File: src/rtl/dscirm_defines.svh
`ifndef DSCIRM_DEFINES_SVH
`define DSCIRM_DEFINES_SVH
// ************************************************************
// Register offsets.
// ************************************************************
`define DSCIRM_ADDR_IO 7'h04
`define DSCIRM_ADDR_CUR_M1 7'h30
`define DSCIRM_ADDR_CUR_M2 7'h50
`define DSCIRM_ADDR_POS_M1 7'h6A
`define DSCIRM_ADDR_POS_M2 7'h7A
`define DSCIRM_ADDR_PHASE_M1 7'h6B
`define DSCIRM_ADDR_PHASE_M2 7'h7B
`define DSCIRM_ADDR_CHOP_M1 7'h6C
`define DSCIRM_ADDR_CHOP_M2 7'h7C
`define DSCIRM_ADDR_SMART_M1 7'h6D
`define DSCIRM_ADDR_SMART_M2 7'h7D
`define DSCIRM_ADDR_DRV_M1 7'h6F
`define DSCIRM_ADDR_DRV_M2 7'h7F
// ************************************************************
// Field positions.
// ************************************************************
`define DSCIRM_HOLD_F 4:0
`define DSCIRM_RUN_F 12:8
`define DSCIRM_DELAY_F 19:16
`define DSCIRM_GPIO_LVL_F 2:0
`define DSCIRM_GPIO_DIR_F 10:8
`define DSCIRM_SMART_F 24:0
`define DSCIRM_PHASE_OFFSET 10'h100
// ************************************************************
// Reset values.
// ************************************************************
`define DSCIRM_RST_CUR 5'h00
`define DSCIRM_RST_DELAY 4'h0
`define DSCIRM_RST_CHOP 32'h00000000
`define DSCIRM_RST_SMART 25'h0000000
`define DSCIRM_RST_GPIO 3'h0
// ************************************************************
// Timing counts in clock cycles.
// ************************************************************
`define DSCIRM_PD_UNIT_CYC 262144
`define DSCIRM_STANDSTILL_CYC 65536
`define DSCIRM_CNT_W 24
`endif

File: src/rtl/dscirm_pkg.sv
package dscirm_pkg;
    // ************************************************************
    // Shared types.
    // ************************************************************
    typedef logic [6:0] dscirm_addr_t;

    // Power-down sequencer states of one motor.
    typedef enum logic [1:0] {
        pd_wait = 2'b00,
        pd_ramp = 2'b01,
        pd_hold = 2'b10
    } dscirm_pd_state_t;

    // Whole state of one motor channel.
    typedef struct packed {
        dscirm_pd_state_t st;
        logic [9:0] pos;
        logic [4:0] cur;
        logic [5:0] scale;
        logic [23:0] cnt;
        logic [8:0] phase_a;
        logic [8:0] phase_b;
    } dscirm_motor_t;

    // Whole state of the register bank.
    typedef struct packed {
        logic [2:0][3:0] gpio_sync;
        logic [2:0][1:0] step_sync;
        logic [2:0][1:0] dir_sync;
        logic [3:0] gpio_lvl;
        logic [1:0] step_lvl;
        logic [1:0] dir_lvl;
        logic [2:0] gpio_level;
        logic [2:0] gpio_dir;
        logic [1:0][4:0] hold;
        logic [1:0][4:0] run;
        logic [1:0][3:0] delay;
        logic [1:0][31:0] chop;
        logic [1:0][24:0] smart;
        logic [31:0] rdata;
        logic rvalid;
    } dscirm_regs_t;
endpackage

File: src/rtl/dscirm_motor_if.sv
`timescale 1ns/1ps
// Carries settings to one motor channel and its state back.
interface dscirm_motor_if;
    logic step;
    logic dir;
    logic [4:0] hold;
    logic [4:0] run;
    logic [3:0] delay;
    logic [9:0] pos;
    logic [8:0] phase_a;
    logic [8:0] phase_b;
    logic [5:0] scale;

    modport bank (output step, dir, hold, run, delay,
                  input pos, phase_a, phase_b, scale);
    modport motor (input step, dir, hold, run, delay,
                   output pos, phase_a, phase_b, scale);
endinterface

File: src/rtl/dscirm_motor.sv
`timescale 1ns/1ps
`include "dscirm_defines.svh"
module dscirm_motor #(
    parameter int PD_UNIT = `DSCIRM_PD_UNIT_CYC,
    parameter int STANDSTILL = `DSCIRM_STANDSTILL_CYC
) (
    // Clock, reset and freeze.
    input wire logic clock,
    input wire logic rst_n,
    input wire logic ce,
    // Link to the register bank.
    dscirm_motor_if.motor mif
);
    import dscirm_pkg::*;

    dscirm_motor_t r_ff;
    dscirm_motor_t nxt_r;
    logic [`DSCIRM_CNT_W-1:0] pd_limit;

    // ************************************************************
    // Wave table: a folded ramp, zero at position 0, so phase A
    // starts at zero current and phase B at the peak.
    // ************************************************************
    function automatic logic [8:0] table_value(input logic [9:0] p);
        logic [7:0] q;
        logic [8:0] mag;
        q = p[8] ? ~p[7:0] : p[7:0];
        mag = {1'b0, q};
        table_value = p[9] ? 9'(-mag) : mag;
    endfunction

    // Step, standstill wait, gradual power-down, then hold.
    always_comb begin
        pd_limit = `DSCIRM_CNT_W'(mif.delay) * `DSCIRM_CNT_W'(PD_UNIT);
        nxt_r = r_ff;
        if (mif.step) begin
            nxt_r.pos = mif.dir ? r_ff.pos - 10'h001 : r_ff.pos + 10'h001;
            nxt_r.cur = mif.run;
            nxt_r.st = pd_wait;
            nxt_r.cnt = '0;
        end else begin
            case (r_ff.st)
                pd_wait: begin
                    nxt_r.cur = mif.run;
                    if (r_ff.cnt >= `DSCIRM_CNT_W'(STANDSTILL - 1)) begin
                        nxt_r.cnt = '0;
                        if (mif.delay == 4'h0) begin
                            nxt_r.cur = mif.hold;
                            nxt_r.st = pd_hold;
                        end else begin
                            nxt_r.st = pd_ramp;
                        end
                    end else begin
                        nxt_r.cnt = r_ff.cnt + 1'b1;
                    end
                end
                pd_ramp: begin
                    if (r_ff.cur <= mif.hold || mif.delay == 4'h0) begin
                        nxt_r.cur = mif.hold;
                        nxt_r.st = pd_hold;
                    end else if (r_ff.cnt >= pd_limit - 1'b1) begin
                        nxt_r.cur = r_ff.cur - 5'h01;
                        nxt_r.cnt = '0;
                    end else begin
                        nxt_r.cnt = r_ff.cnt + 1'b1;
                    end
                end
                pd_hold: begin
                    nxt_r.cur = mif.hold;
                end
                default: begin
                    nxt_r.st = pd_hold;
                end
            endcase
        end
        nxt_r.scale = {1'b0, nxt_r.cur} + 6'h01;
        nxt_r.phase_a = table_value(nxt_r.pos);
        nxt_r.phase_b = table_value(nxt_r.pos + `DSCIRM_PHASE_OFFSET);
    end

    // All motor state in one register, frozen while ce is low.
    always_ff @(posedge clock or negedge rst_n) begin
        if (!rst_n) begin
            r_ff <= '{st: pd_hold, pos: 10'h000, cur: `DSCIRM_RST_CUR,
                      scale: 6'h01, cnt: 24'h000000, phase_a: 9'h000,
                      phase_b: 9'h0FF};
        end else if (ce) begin
            r_ff <= nxt_r;
        end
    end

    assign mif.pos = r_ff.pos;
    assign mif.phase_a = r_ff.phase_a;
    assign mif.phase_b = r_ff.phase_b;
    assign mif.scale = r_ff.scale;
endmodule

File: src/rtl/dscirm_regs.sv
// Overview of operation
// - Output bits 0-2 drive gpio pins 0-2.
// - Direction bits 8-10 set gpio pins output.
// - Gpio pin 3 is always an input.
// - Version code readable in status bits 31:24.
// - Five-bit currents scale coil to (k+1)/32.
// - After standstill wait, ramp current down to hold.
// - Power-down delay zero switches to hold instantly.
// - Each ramp step lasts delay times 2^18 cycles.
// - Write-only current control at 0x30 and 0x50.
// - Read-only ten-bit table position per motor.
// - Phase B reads table at position plus 256.
// - Signed unscaled phase currents in bits 8:0, 24:16.
// - Read-write 32-bit chopper setup at 0x6C, 0x7C.
// - Write-only 25-bit smart current at 0x6D, 0x7D.
// - Read-only driver state at 0x6F, 0x7F.
`timescale 1ns/1ps
`include "dscirm_defines.svh"
module dscirm_regs #(
    // Arbitrary identification value, not tied to any part.
    parameter logic [7:0] VERSION = 8'h5A,
    parameter int PD_UNIT = `DSCIRM_PD_UNIT_CYC,
    parameter int STANDSTILL = `DSCIRM_STANDSTILL_CYC
) (
    // Clock, reset and freeze.
    input wire logic clock,
    input wire logic rst_n,
    input wire logic ce,
    // Register access port behind the serial interface.
    input wire logic reg_wr,
    input wire logic reg_rd,
    input wire dscirm_pkg::dscirm_addr_t reg_addr,
    input wire logic [31:0] reg_wdata,
    output logic [31:0] reg_rdata,
    output logic reg_rvalid,
    // Step and direction pins of both motors.
    input wire logic [1:0] step_pin,
    input wire logic [1:0] dir_pin,
    // Driver state from the power stages.
    input wire logic [31:0] drv_state_m1,
    input wire logic [31:0] drv_state_m2,
    // General IO pins.
    input wire logic [3:0] gpio_in,
    output logic [2:0] gpio_out,
    output logic [2:0] gpio_oe,
    // Settings and coil scaling handed to the power stages.
    output logic [1:0][31:0] chopper_setup,
    output logic [1:0][24:0] smart_current_setup,
    output logic [1:0][5:0] coil_scale
);
    import dscirm_pkg::*;

    // ************************************************************
    // Address tables, motor 1 in index 0.
    // ************************************************************
    localparam logic [1:0][6:0] CUR_ADDR =
        {`DSCIRM_ADDR_CUR_M2, `DSCIRM_ADDR_CUR_M1};
    localparam logic [1:0][6:0] POS_ADDR =
        {`DSCIRM_ADDR_POS_M2, `DSCIRM_ADDR_POS_M1};
    localparam logic [1:0][6:0] PHASE_ADDR =
        {`DSCIRM_ADDR_PHASE_M2, `DSCIRM_ADDR_PHASE_M1};
    localparam logic [1:0][6:0] CHOP_ADDR =
        {`DSCIRM_ADDR_CHOP_M2, `DSCIRM_ADDR_CHOP_M1};
    localparam logic [1:0][6:0] SMART_ADDR =
        {`DSCIRM_ADDR_SMART_M2, `DSCIRM_ADDR_SMART_M1};
    localparam logic [1:0][6:0] DRV_ADDR =
        {`DSCIRM_ADDR_DRV_M2, `DSCIRM_ADDR_DRV_M1};

    // ************************************************************
    // State and motor links.
    // ************************************************************
    dscirm_regs_t r_ff;
    dscirm_regs_t nxt_r;
    logic [1:0] step_pulse;
    logic [1:0][9:0] pos;
    logic [1:0][8:0] phase_a;
    logic [1:0][8:0] phase_b;
    logic [1:0][5:0] scale;
    logic [1:0][31:0] drv_state;

    assign drv_state = {drv_state_m2, drv_state_m1};

    // ************************************************************
    // Pin synchronisers.
    // ************************************************************

    // A pin level is taken only once the second and third stages
    // agree, so a single-cycle glitch never reaches the counters.
    always_comb begin
        nxt_r = r_ff;
        step_pulse = 2'b00;
        nxt_r.gpio_sync[0] = gpio_in;
        nxt_r.gpio_sync[1] = r_ff.gpio_sync[0];
        nxt_r.gpio_sync[2] = r_ff.gpio_sync[1];
        nxt_r.step_sync[0] = step_pin;
        nxt_r.step_sync[1] = r_ff.step_sync[0];
        nxt_r.step_sync[2] = r_ff.step_sync[1];
        nxt_r.dir_sync[0] = dir_pin;
        nxt_r.dir_sync[1] = r_ff.dir_sync[0];
        nxt_r.dir_sync[2] = r_ff.dir_sync[1];
        for (int b = 0; b < 4; b++) begin
            if (r_ff.gpio_sync[1][b] == r_ff.gpio_sync[2][b]) begin
                nxt_r.gpio_lvl[b] = r_ff.gpio_sync[2][b];
            end
        end
        for (int m = 0; m < 2; m++) begin
            if (r_ff.dir_sync[1][m] == r_ff.dir_sync[2][m]) begin
                nxt_r.dir_lvl[m] = r_ff.dir_sync[2][m];
            end
            if (r_ff.step_sync[1][m] == r_ff.step_sync[2][m]) begin
                nxt_r.step_lvl[m] = r_ff.step_sync[2][m];
                // A rising step level moves the table by one entry.
                step_pulse[m] = r_ff.step_sync[2][m] & ~r_ff.step_lvl[m];
            end
        end

        // ********************************************************
        // Register writes.
        // ********************************************************

        // Only writable offsets are decoded; a write to a read-only
        // or unmapped offset falls through and stores nothing.
        if (reg_wr) begin
            if (reg_addr == `DSCIRM_ADDR_IO) begin
                nxt_r.gpio_level = reg_wdata[`DSCIRM_GPIO_LVL_F];
                nxt_r.gpio_dir = reg_wdata[`DSCIRM_GPIO_DIR_F];
            end
            for (int m = 0; m < 2; m++) begin
                if (reg_addr == CUR_ADDR[m]) begin
                    nxt_r.hold[m] = reg_wdata[`DSCIRM_HOLD_F];
                    nxt_r.run[m] = reg_wdata[`DSCIRM_RUN_F];
                    nxt_r.delay[m] = reg_wdata[`DSCIRM_DELAY_F];
                end else if (reg_addr == CHOP_ADDR[m]) begin
                    nxt_r.chop[m] = reg_wdata;
                end else if (reg_addr == SMART_ADDR[m]) begin
                    nxt_r.smart[m] = reg_wdata[`DSCIRM_SMART_F];
                end
            end
        end

        // ********************************************************
        // Register reads.
        // ********************************************************

        // Reads answer one cycle later and never touch a setting.
        // Write-only and unmapped offsets read as zero.
        nxt_r.rvalid = reg_rd & ~reg_wr;
        nxt_r.rdata = 32'h00000000;
        if (reg_rd && !reg_wr) begin
            if (reg_addr == `DSCIRM_ADDR_IO) begin
                // Pin 3 has no direction bit and is read like the rest.
                nxt_r.rdata = {VERSION, 20'h00000, r_ff.gpio_lvl};
            end
            for (int m = 0; m < 2; m++) begin
                if (reg_addr == POS_ADDR[m]) begin
                    nxt_r.rdata = {22'h000000, pos[m]};
                end else if (reg_addr == PHASE_ADDR[m]) begin
                    nxt_r.rdata = {7'h00, phase_b[m],
                                   7'h00, phase_a[m]};
                end else if (reg_addr == CHOP_ADDR[m]) begin
                    nxt_r.rdata = r_ff.chop[m];
                end else if (reg_addr == DRV_ADDR[m]) begin
                    nxt_r.rdata = drv_state[m];
                end
            end
        end
    end

    // ************************************************************
    // State register.
    // ************************************************************

    // All bank state in one register, frozen while ce is low. Pins
    // start as inputs so nothing is driven before software asks.
    always_ff @(posedge clock or negedge rst_n) begin
        if (!rst_n) begin
            r_ff <= '0;
            r_ff.gpio_level <= `DSCIRM_RST_GPIO;
            r_ff.gpio_dir <= `DSCIRM_RST_GPIO;
            r_ff.chop <= {`DSCIRM_RST_CHOP, `DSCIRM_RST_CHOP};
            r_ff.smart <= {`DSCIRM_RST_SMART, `DSCIRM_RST_SMART};
            r_ff.hold <= {`DSCIRM_RST_CUR, `DSCIRM_RST_CUR};
            r_ff.run <= {`DSCIRM_RST_CUR, `DSCIRM_RST_CUR};
            r_ff.delay <= {`DSCIRM_RST_DELAY, `DSCIRM_RST_DELAY};
        end else if (ce) begin
            r_ff <= nxt_r;
        end
    end

    // ************************************************************
    // Motor channels.
    // ************************************************************

    // Both channels are identical; only their settings differ.
    for (genvar g = 0; g < 2; g++) begin : g_motor
        dscirm_motor_if mif();

        assign mif.step = step_pulse[g];
        assign mif.dir = r_ff.dir_lvl[g];
        assign mif.hold = r_ff.hold[g];
        assign mif.run = r_ff.run[g];
        assign mif.delay = r_ff.delay[g];
        assign pos[g] = mif.pos;
        assign phase_a[g] = mif.phase_a;
        assign phase_b[g] = mif.phase_b;
        assign scale[g] = mif.scale;

        dscirm_motor #(
            .PD_UNIT(PD_UNIT),
            .STANDSTILL(STANDSTILL)
        ) u_motor (
            .clock(clock),
            .rst_n(rst_n),
            .ce(ce),
            .mif(mif)
        );
    end

    // ************************************************************
    // Outputs, each taken from a flip-flop.
    // ************************************************************

    // Pin 3 has no output driver at all, hence only three enables.
    assign gpio_out = r_ff.gpio_level;
    assign gpio_oe = r_ff.gpio_dir;
    assign reg_rdata = r_ff.rdata;
    assign reg_rvalid = r_ff.rvalid;
    assign chopper_setup = r_ff.chop;
    assign smart_current_setup = r_ff.smart;
    assign coil_scale = scale;
endmodule

File: config.mk
export PLATFORM = sky130hd
export DESIGN_NAME = dscirm_regs
export DESIGN_NICKNAME = d
export VERILOG_FILES = /design/src/rtl/dscirm_pkg.sv /design/src/rtl/dscirm_motor_if.sv /design/src/rtl/dscirm_motor.sv /design/src/rtl/dscirm_regs.sv
export VERILOG_INCLUDE_DIRS = /design/src /design/src/rtl
export SDC_FILE = /design/constraint.sdc
export NUM_CORES = 1
export LEC_CHECK = 0
export BUFFER_PORTS_ARGS = -buffer_cell sky130_fd_sc_hd__clkbuf_2
export CAP_MARGIN = 5
export CORE_UTILIZATION = 53
export CTS_CLUSTER_SIZE = 40
export DETAILED_ROUTE_END_ITERATION = 10
export GPL_TIMING_DRIVEN = 0
export PLACE_DENSITY = 0.77
export SLEW_MARGIN = 15
export SYNTH_ARGS = -nofsm -noshare
export SYNTH_HDL_FRONTEND = slang
export SYNTH_SLANG_ARGS = --single-unit
File: constraint.sdc
create_clock -name clock -period 3.5 [get_ports clock]
set_input_delay 0.525 -clock clock [delete_from_list [all_inputs] [get_ports clock]]
set_output_delay 0.525 -clock clock [all_outputs]
set_load 0.02 [all_outputs]
======== Word-level counts from Yosys, hierarchy flattened ========
Cells that the tools add are included.
cells by class
  add/subtract/negate cells ............... 18
  magnitude comparators ................... 6
  eq/ne operators ......................... 33
  multiplexer cells ....................... 56
  bitwise operators ....................... 14
  reduce and logical (&&, ||, !) cells .... 29
operator list
  kind                     number
  $mux W32                 9
  $mux W24                 8
  $pmux W24 S2             2
  $eq A7 B7 Y1 const B     11
  $mux W5                  10
  $add A24 B1 Y24 const B  2
  $ge A24 B16 Y1 const B   2
  $ge A24 B24 Y1           2
  $sub A22 B1 Y23 const B  2
  $mux W10                 4
  $mux W9                  4
  $neg A8 Y9               4
  $mux W8                  4
  $not A8 Y8               4
  $mux W31                 1
  $pmux W5 S3              2
  $add A10 B1 Y10 const B  2
  $add A10 B9 Y10 const B  2
  $sub A10 B1 Y10 const B  2
  $mux W2                  8
  $reduce_and A2 Y1        8
  $reduce_and A4 Y1        4
  $reduce_and A3 Y1        5
  $add A5 B1 Y6 const B    2
  21 further kinds         52
word-level totals
  flip-flop bits (word level) ............. 343
  input port bits ......................... 116
  output and inout bits ................... 165
  logic and storage cells ................. 201

======== Longest topological paths before layout ========
  depth after elaboration ................. 11
  mapped depth ............................ 15
  gate-level depth less buffers ........... 15

======== Hierarchy ========
Synthesis repeated with hierarchy kept, for this count alone.
unflattened totals
  cells, all modules ...................... 2,207
  area total of the unflattened synthesis .. 21,680.8 µm²
by module, submodules not included
  module                             instances  cells an instance  area each (µm²)  seq. area each (µm²)
  dscirm_regs                        1          940                11,063.1         5,330.1
  dscirm_motor (g_motor[0].u_motor)  1          634                5,326.4          1,639.1
  dscirm_motor (g_motor[1].u_motor)  1          633                5,291.3          1,639.1

======== Least setup slack after synthesis ========
No wires, ideal clock.
  path type ............................... register -> register
  from .................................... register r_ff, in the netlist g_motor[1].mif.dir
  to ...................................... register g_motor[1].u_motor.r_ff, in the netlist g_motor[1].u_motor.mif.phase_a[4]
  setup time .............................. 125 ps
  data arrival time ....................... 3,585 ps
  required time ........................... 3,375 ps
  path slack .............................. -210 ps
  cell stages (with the launch flop) ...... 14
  period minus slack after synthesis ...... 3,710 ps
  cell sequence ........................... dfrtp_1 -> fa_1 -> a21oi_1 -> o2111a_1 -> nor3_1 -> o31ai_1 -> buf_2 -> xnor2_1 -> inv_1 -> ha_1 -> a221o_1 -> a21boi_0 -> xor2_1 -> mux2_2
on the way
  cells in the longest elaborated chain, start to end .. 6
ends and longest elaborated chain
  what                    RTL line            RTL
  start, declared         dscirm_regs.sv:72   dscirm_regs_t r_ff;
  start signal, assigned  dscirm_regs.sv:186  r_ff <= nxt_r;
  $mux W10 (*)            dscirm_motor.sv:37  nxt_r.pos = mif.dir ? r_ff.pos - 10'h001 : r_ff.pos + 10'h001;
  $mux W10 (*)            dscirm_motor.sv:36  if (mif.step) begin
  $not A8 Y8              dscirm_motor.sv:27  q = p[8] ? ~p[7:0] : p[7:0];
  $mux W8                 dscirm_motor.sv:27
  $neg A8 Y9              dscirm_motor.sv:29  table_value = p[9] ? 9'(-mag) : mag;
  $mux W9 (*)             dscirm_motor.sv:29
  end signal, assigned    dscirm_motor.sv:84  r_ff <= '{st: pd_hold, pos: 10'h000, cur: `DSCIRM_RST_CUR,
  end signal, assigned    dscirm_motor.sv:88  r_ff <= nxt_r;
  end, declared           dscirm_motor.sv:16  dscirm_motor_t r_ff;
Every way passes the cells marked *; elsewhere a longest branch is shown, timed or not.
A chain may end at the register's enable or synchronous reset.

======== Worst setup path after layout ========
Ends and elaborated chain as after synthesis.

==> results.sh <==
export IMPL_timing_final_ws_setup_ps=71.78
export IMPL_grt_use_met1_pct=44.31
export IMPL_worst_pin_slew_ps=1250
export IMPL_io_buffers=278
export IMPL_synthesis_area_sq_mm=0.02019
export IMPL_fp_coreArea_sq_mm=0.03758
export IMPL_grt_pass1_vias=17210
export IMPL_drc=0
export IMPL_path_class="register to register"
export IMPL_crit_fanout=6
export IMPL_nets=2561
export IMPL_htree_levels=2
export IMPL_slew_violations=0
export IMPL_wl_per_cell_um=22.79
export IMPL_vdd_drop_max_mv=0.3824
export IMPL_p_leak_nw=11.47
export IMPL_first_pass_iters=8
export IMPL_fp_dieW_um=197.2
export IMPL_drt_iter0_drc=1628
export IMPL_min_path_type="primary input to register"
export IMPL_ys_async_sr_fraction_pct=100.0
export IMPL_grt_use_met2_pct=54.90
export IMPL_grt_pass1_wl_um=101100
export IMPL_track_usage_pct=34.03
export IMPL_grt_ovfl_total=0
export IMPL_grt_busiest_layer="met2"
export IMPL_die_area_sq_mm=0.03888
export IMPL_utilization_pct=64.41
export IMPL_drtAntennaViolNets=0
export IMPL_die_h_um=197.2
export IMPL_post_route_period_util_pct=97.95
export IMPL_whs_ps=211.9
export IMPL_syn_mean_instance_area_sq_um=9.902
export IMPL_cts_made_buffers=40
export IMPL_ys_flop_type="dfrtp_1"
export IMPL_synth_yosys_warnings=0
export IMPL_cts_root_buffer="clkbuf_16"
export IMPL_cts_num_sinks=343
export IMPL_cts_tree="built"
export IMPL_clk_pin_slew_ps=60
export IMPL_nFillCells=3072
export IMPL_start_util_pct=53.73
export IMPL_power_mw=17.60
export IMPL_worstPathRequired_ps=3930
export IMPL_grt_max_degree=96
export IMPL_drive_gt1_share_pct=34.39
export IMPL_clockBufferDepth=3
export IMPL_wirelength_um=66870
export IMPL_maxCapViolCount=0
export IMPL_areaGrowthSynthToFinish_pct=19.87
export IMPL_grtUsageMet3_pct=7.034
export IMPL_ys_seq_area_share_pct=42.63
export IMPL_synthCells=2039
export IMPL_ys_ff_latch=343
export IMPL_fmax_mhz=291.7
export IMPL_viasPerCell=6.112
export IMPL_setup_viol=0
export IMPL_place_ws_ps=-421.1
export IMPL_p_per_area_mw_per_mm2=727.1
export IMPL_antenna_found_initial=4
export IMPL_insertion_delay_ps=550
export IMPL_finalCriticalPeriod_ps=3428
export IMPL_rows=71
export IMPL_cp_start_kind="register"
export IMPL_relSlewSlack_pct=16.64
export IMPL_ios=281
export IMPL_syn_nets=2209
export IMPL_status="complete, no violations"
export IMPL_fin_skew_ps=20.45
export IMPL_arrival_ps=3860
export IMPL_synth_edf_count=0
export IMPL_cp_end_kind="register"
export IMPL_finalHoldViolations=0
export IMPL_hpwl_um=49390
export IMPL_yosysUniqueCellTypes=92
export IMPL_place_congestion=0.9584
export IMPL_dr_total_vias=17930
-- cell families (layout without fill, tap and decap cells) --
logic type	Yosys count	in the layout	synth area share (%)
AO/OA/AOI/OAI	538	538	18.37
XOR/XNOR	49	49	2.126
adder cells (fa/ha/maj)	54	54	3.421
buffers and inverters	326	709	9.314
flip-flops	343	343	42.63
multiplexers	204	204	11.20
other	0	1	0
AND/OR/NAND/NOR	525	525	12.93
-- sequential cells by signal, indices dropped and copies added (netlist names), 14 cells and up --
| name | cells |
|---|---|
| chopper_setup | 64 |
| g_motor.u_motor.r_ff | 62 |
| smart_current_setup | 50 |
| reg_rdata | 32 |
| g_motor.u_motor.mif.pos | 20 |
| g_motor.u_motor.mif.phase_a | 18 |
| g_motor.u_motor.mif.phase_b | 18 |
| nxt_r | 16 |
| r_ff | 14 |
-- critical path: stages (launching register included) --
cell	delay [ps]
dfrtp_2	470
fa_2	460
a21oi_2	280
o2111a_2	310
nor3_4	60
o31ai_4	250
buf_6	160
xnor2_2	130
inv_2	80
ha_4	190
a221o_1	310
a21boi_1	140
xor2_1	160
mux2_4	290
-- cell usage after synthesis, types with 13 or more instances --
| master | count | area (sq um) |
|---|---|---|
| dfrtp_1 | 323 | 8083 |
| mux2_2 | 175 | 1971 |
| buf_4 | 168 | 1261 |
| nand2_1 | 158 | 593.1 |
| o21ai_0 | 155 | 775.7 |
| nor2_1 | 115 | 431.7 |
| a21oi_1 | 92 | 460.4 |
| clkbuf_1 | 74 | 277.8 |
| inv_1 | 61 | 229.0 |
| ha_1 | 52 | 650.6 |
| nand3_1 | 51 | 255.2 |
| nor3_1 | 43 | 215.2 |
| xnor2_1 | 38 | 332.8 |
| mux2i_1 | 29 | 290.3 |
| a222oi_1 | 25 | 250.2 |
| nand4_1 | 24 | 150.1 |
| a21o_1 | 23 | 172.7 |
| a221o_1 | 23 | 230.2 |
| and3_1 | 20 | 125.1 |
| dfstp_2 | 20 | 525.5 |
| a31oi_1 | 19 | 118.9 |
| o211ai_1 | 19 | 142.6 |
| o21a_1 | 18 | 135.1 |
| a211oi_1 | 16 | 120.1 |
| o31ai_1 | 16 | 120.1 |
| or3_1 | 16 | 100.1 |
| o2bb2ai_1 | 14 | 122.6 |
| buf_1 | 13 | 48.80 |
-- timing repair --
action,4_1_cts,5_1_grt
hold buffers,1,0
endpoints found under the setup margin,23,22
endpoints found under the hold margin,33,0
resized for setup,25,70
pin swaps,4,15
setup buffers,6,22
-- stage by stage --
step | instances | instance area, sq um | setup TNS [ps]
global placement | 2828 | 22230 | -1845430
finish | 2934 | 24200 | 0
detailed placement | 2832 | 22340 | -4466
floorplan | 2039 | 20200 | 0
global route | 2934 | 24200 | -146.0
CTS | 2911 | 23770 | -18.76
-- metal layers --
layer	wire [um]	vias to the layer above	share of wire (%)
met4	2849	0	4.3
met5	0	-	0
met1	27120	8871	41
met2	31050	833	46
li1	-	8061	-
met3	5846	169	8.7
-- power breakdown --
| group | internal, mW | switching [mW] |
|---|---|---|
| logic | 3.34 | 4.66 |
| registers | 4.75 | 0.738 |
| clock network | 2.42 | 1.69 |
| total | 10.5 | 7.09 |
-- cells in the final DEF (no fill, tap or decap), types with 12 or more instances in the layout --
master / count
nand4_1: 24
nand2_1: 157
o2bb2ai_1: 14
o211ai_1: 19
o21a_1: 18
a21oi_1: 87
inv_1: 59
nand3_1: 50
a31oi_1: 18
clkbuf_16: 41
mux2_2: 174
dfstp_2: 20
nor2_1: 113
buf_4: 196
or3_1: 16
a222oi_1: 25
nor3_1: 38
xnor2_1: 32
ha_1: 43
dfrtp_1: 320
o31ai_1: 14
and3_1: 20
buf_1: 12
a221o_1: 23
mux2i_1: 29
a21o_1: 23
a211oi_1: 14
clkbuf_2: 282
o21ai_0: 150
clkbuf_1: 82
-- layout make-up --
cell class / count / area [sq um] / area share [%]
tap: 511 / 639.4 / 2.642
clock buffer: 64 / 1192 / 4.927
antenna: 1 / 2.502 / 0.01034
multi-input combinational: 1370 / 10060 / 41.55
buffer: 263 / 1668 / 6.891
timing repair buffer: 311 / 1712 / 7.072
inverter: 62 / 232.7 / 0.9615
sequential: 343 / 8612 / 35.58
clock inverter: 9 / 87.58 / 0.3619
-- worst paths after layout --
kind / endpoint / slack, ps / cells past startpoint / from
hold / removal: nxt_r[207] / 210 / 2 / gpio_in[2]
hold reg to reg: g_motor[0].u_motor.mif.phase_b[6] / 470 / 2 / g_motor[0].u_motor.mif.phase_b[6]
setup / recovery: g_motor[1].u_motor.mif.phase_a[4] / 70 / 13 / g_motor[1].mif.dir
min in group asynchronous: g_motor[1].u_motor.r_ff[19] / 520 / 2 / rst_n
max in group asynchronous: chopper_setup[59] / 1640 / 4 / rst_n
setup reg to reg: g_motor[1].u_motor.mif.phase_a[4] / 70 / 13 / g_motor[1].mif.dir
(Power assumes the default switching activity.)
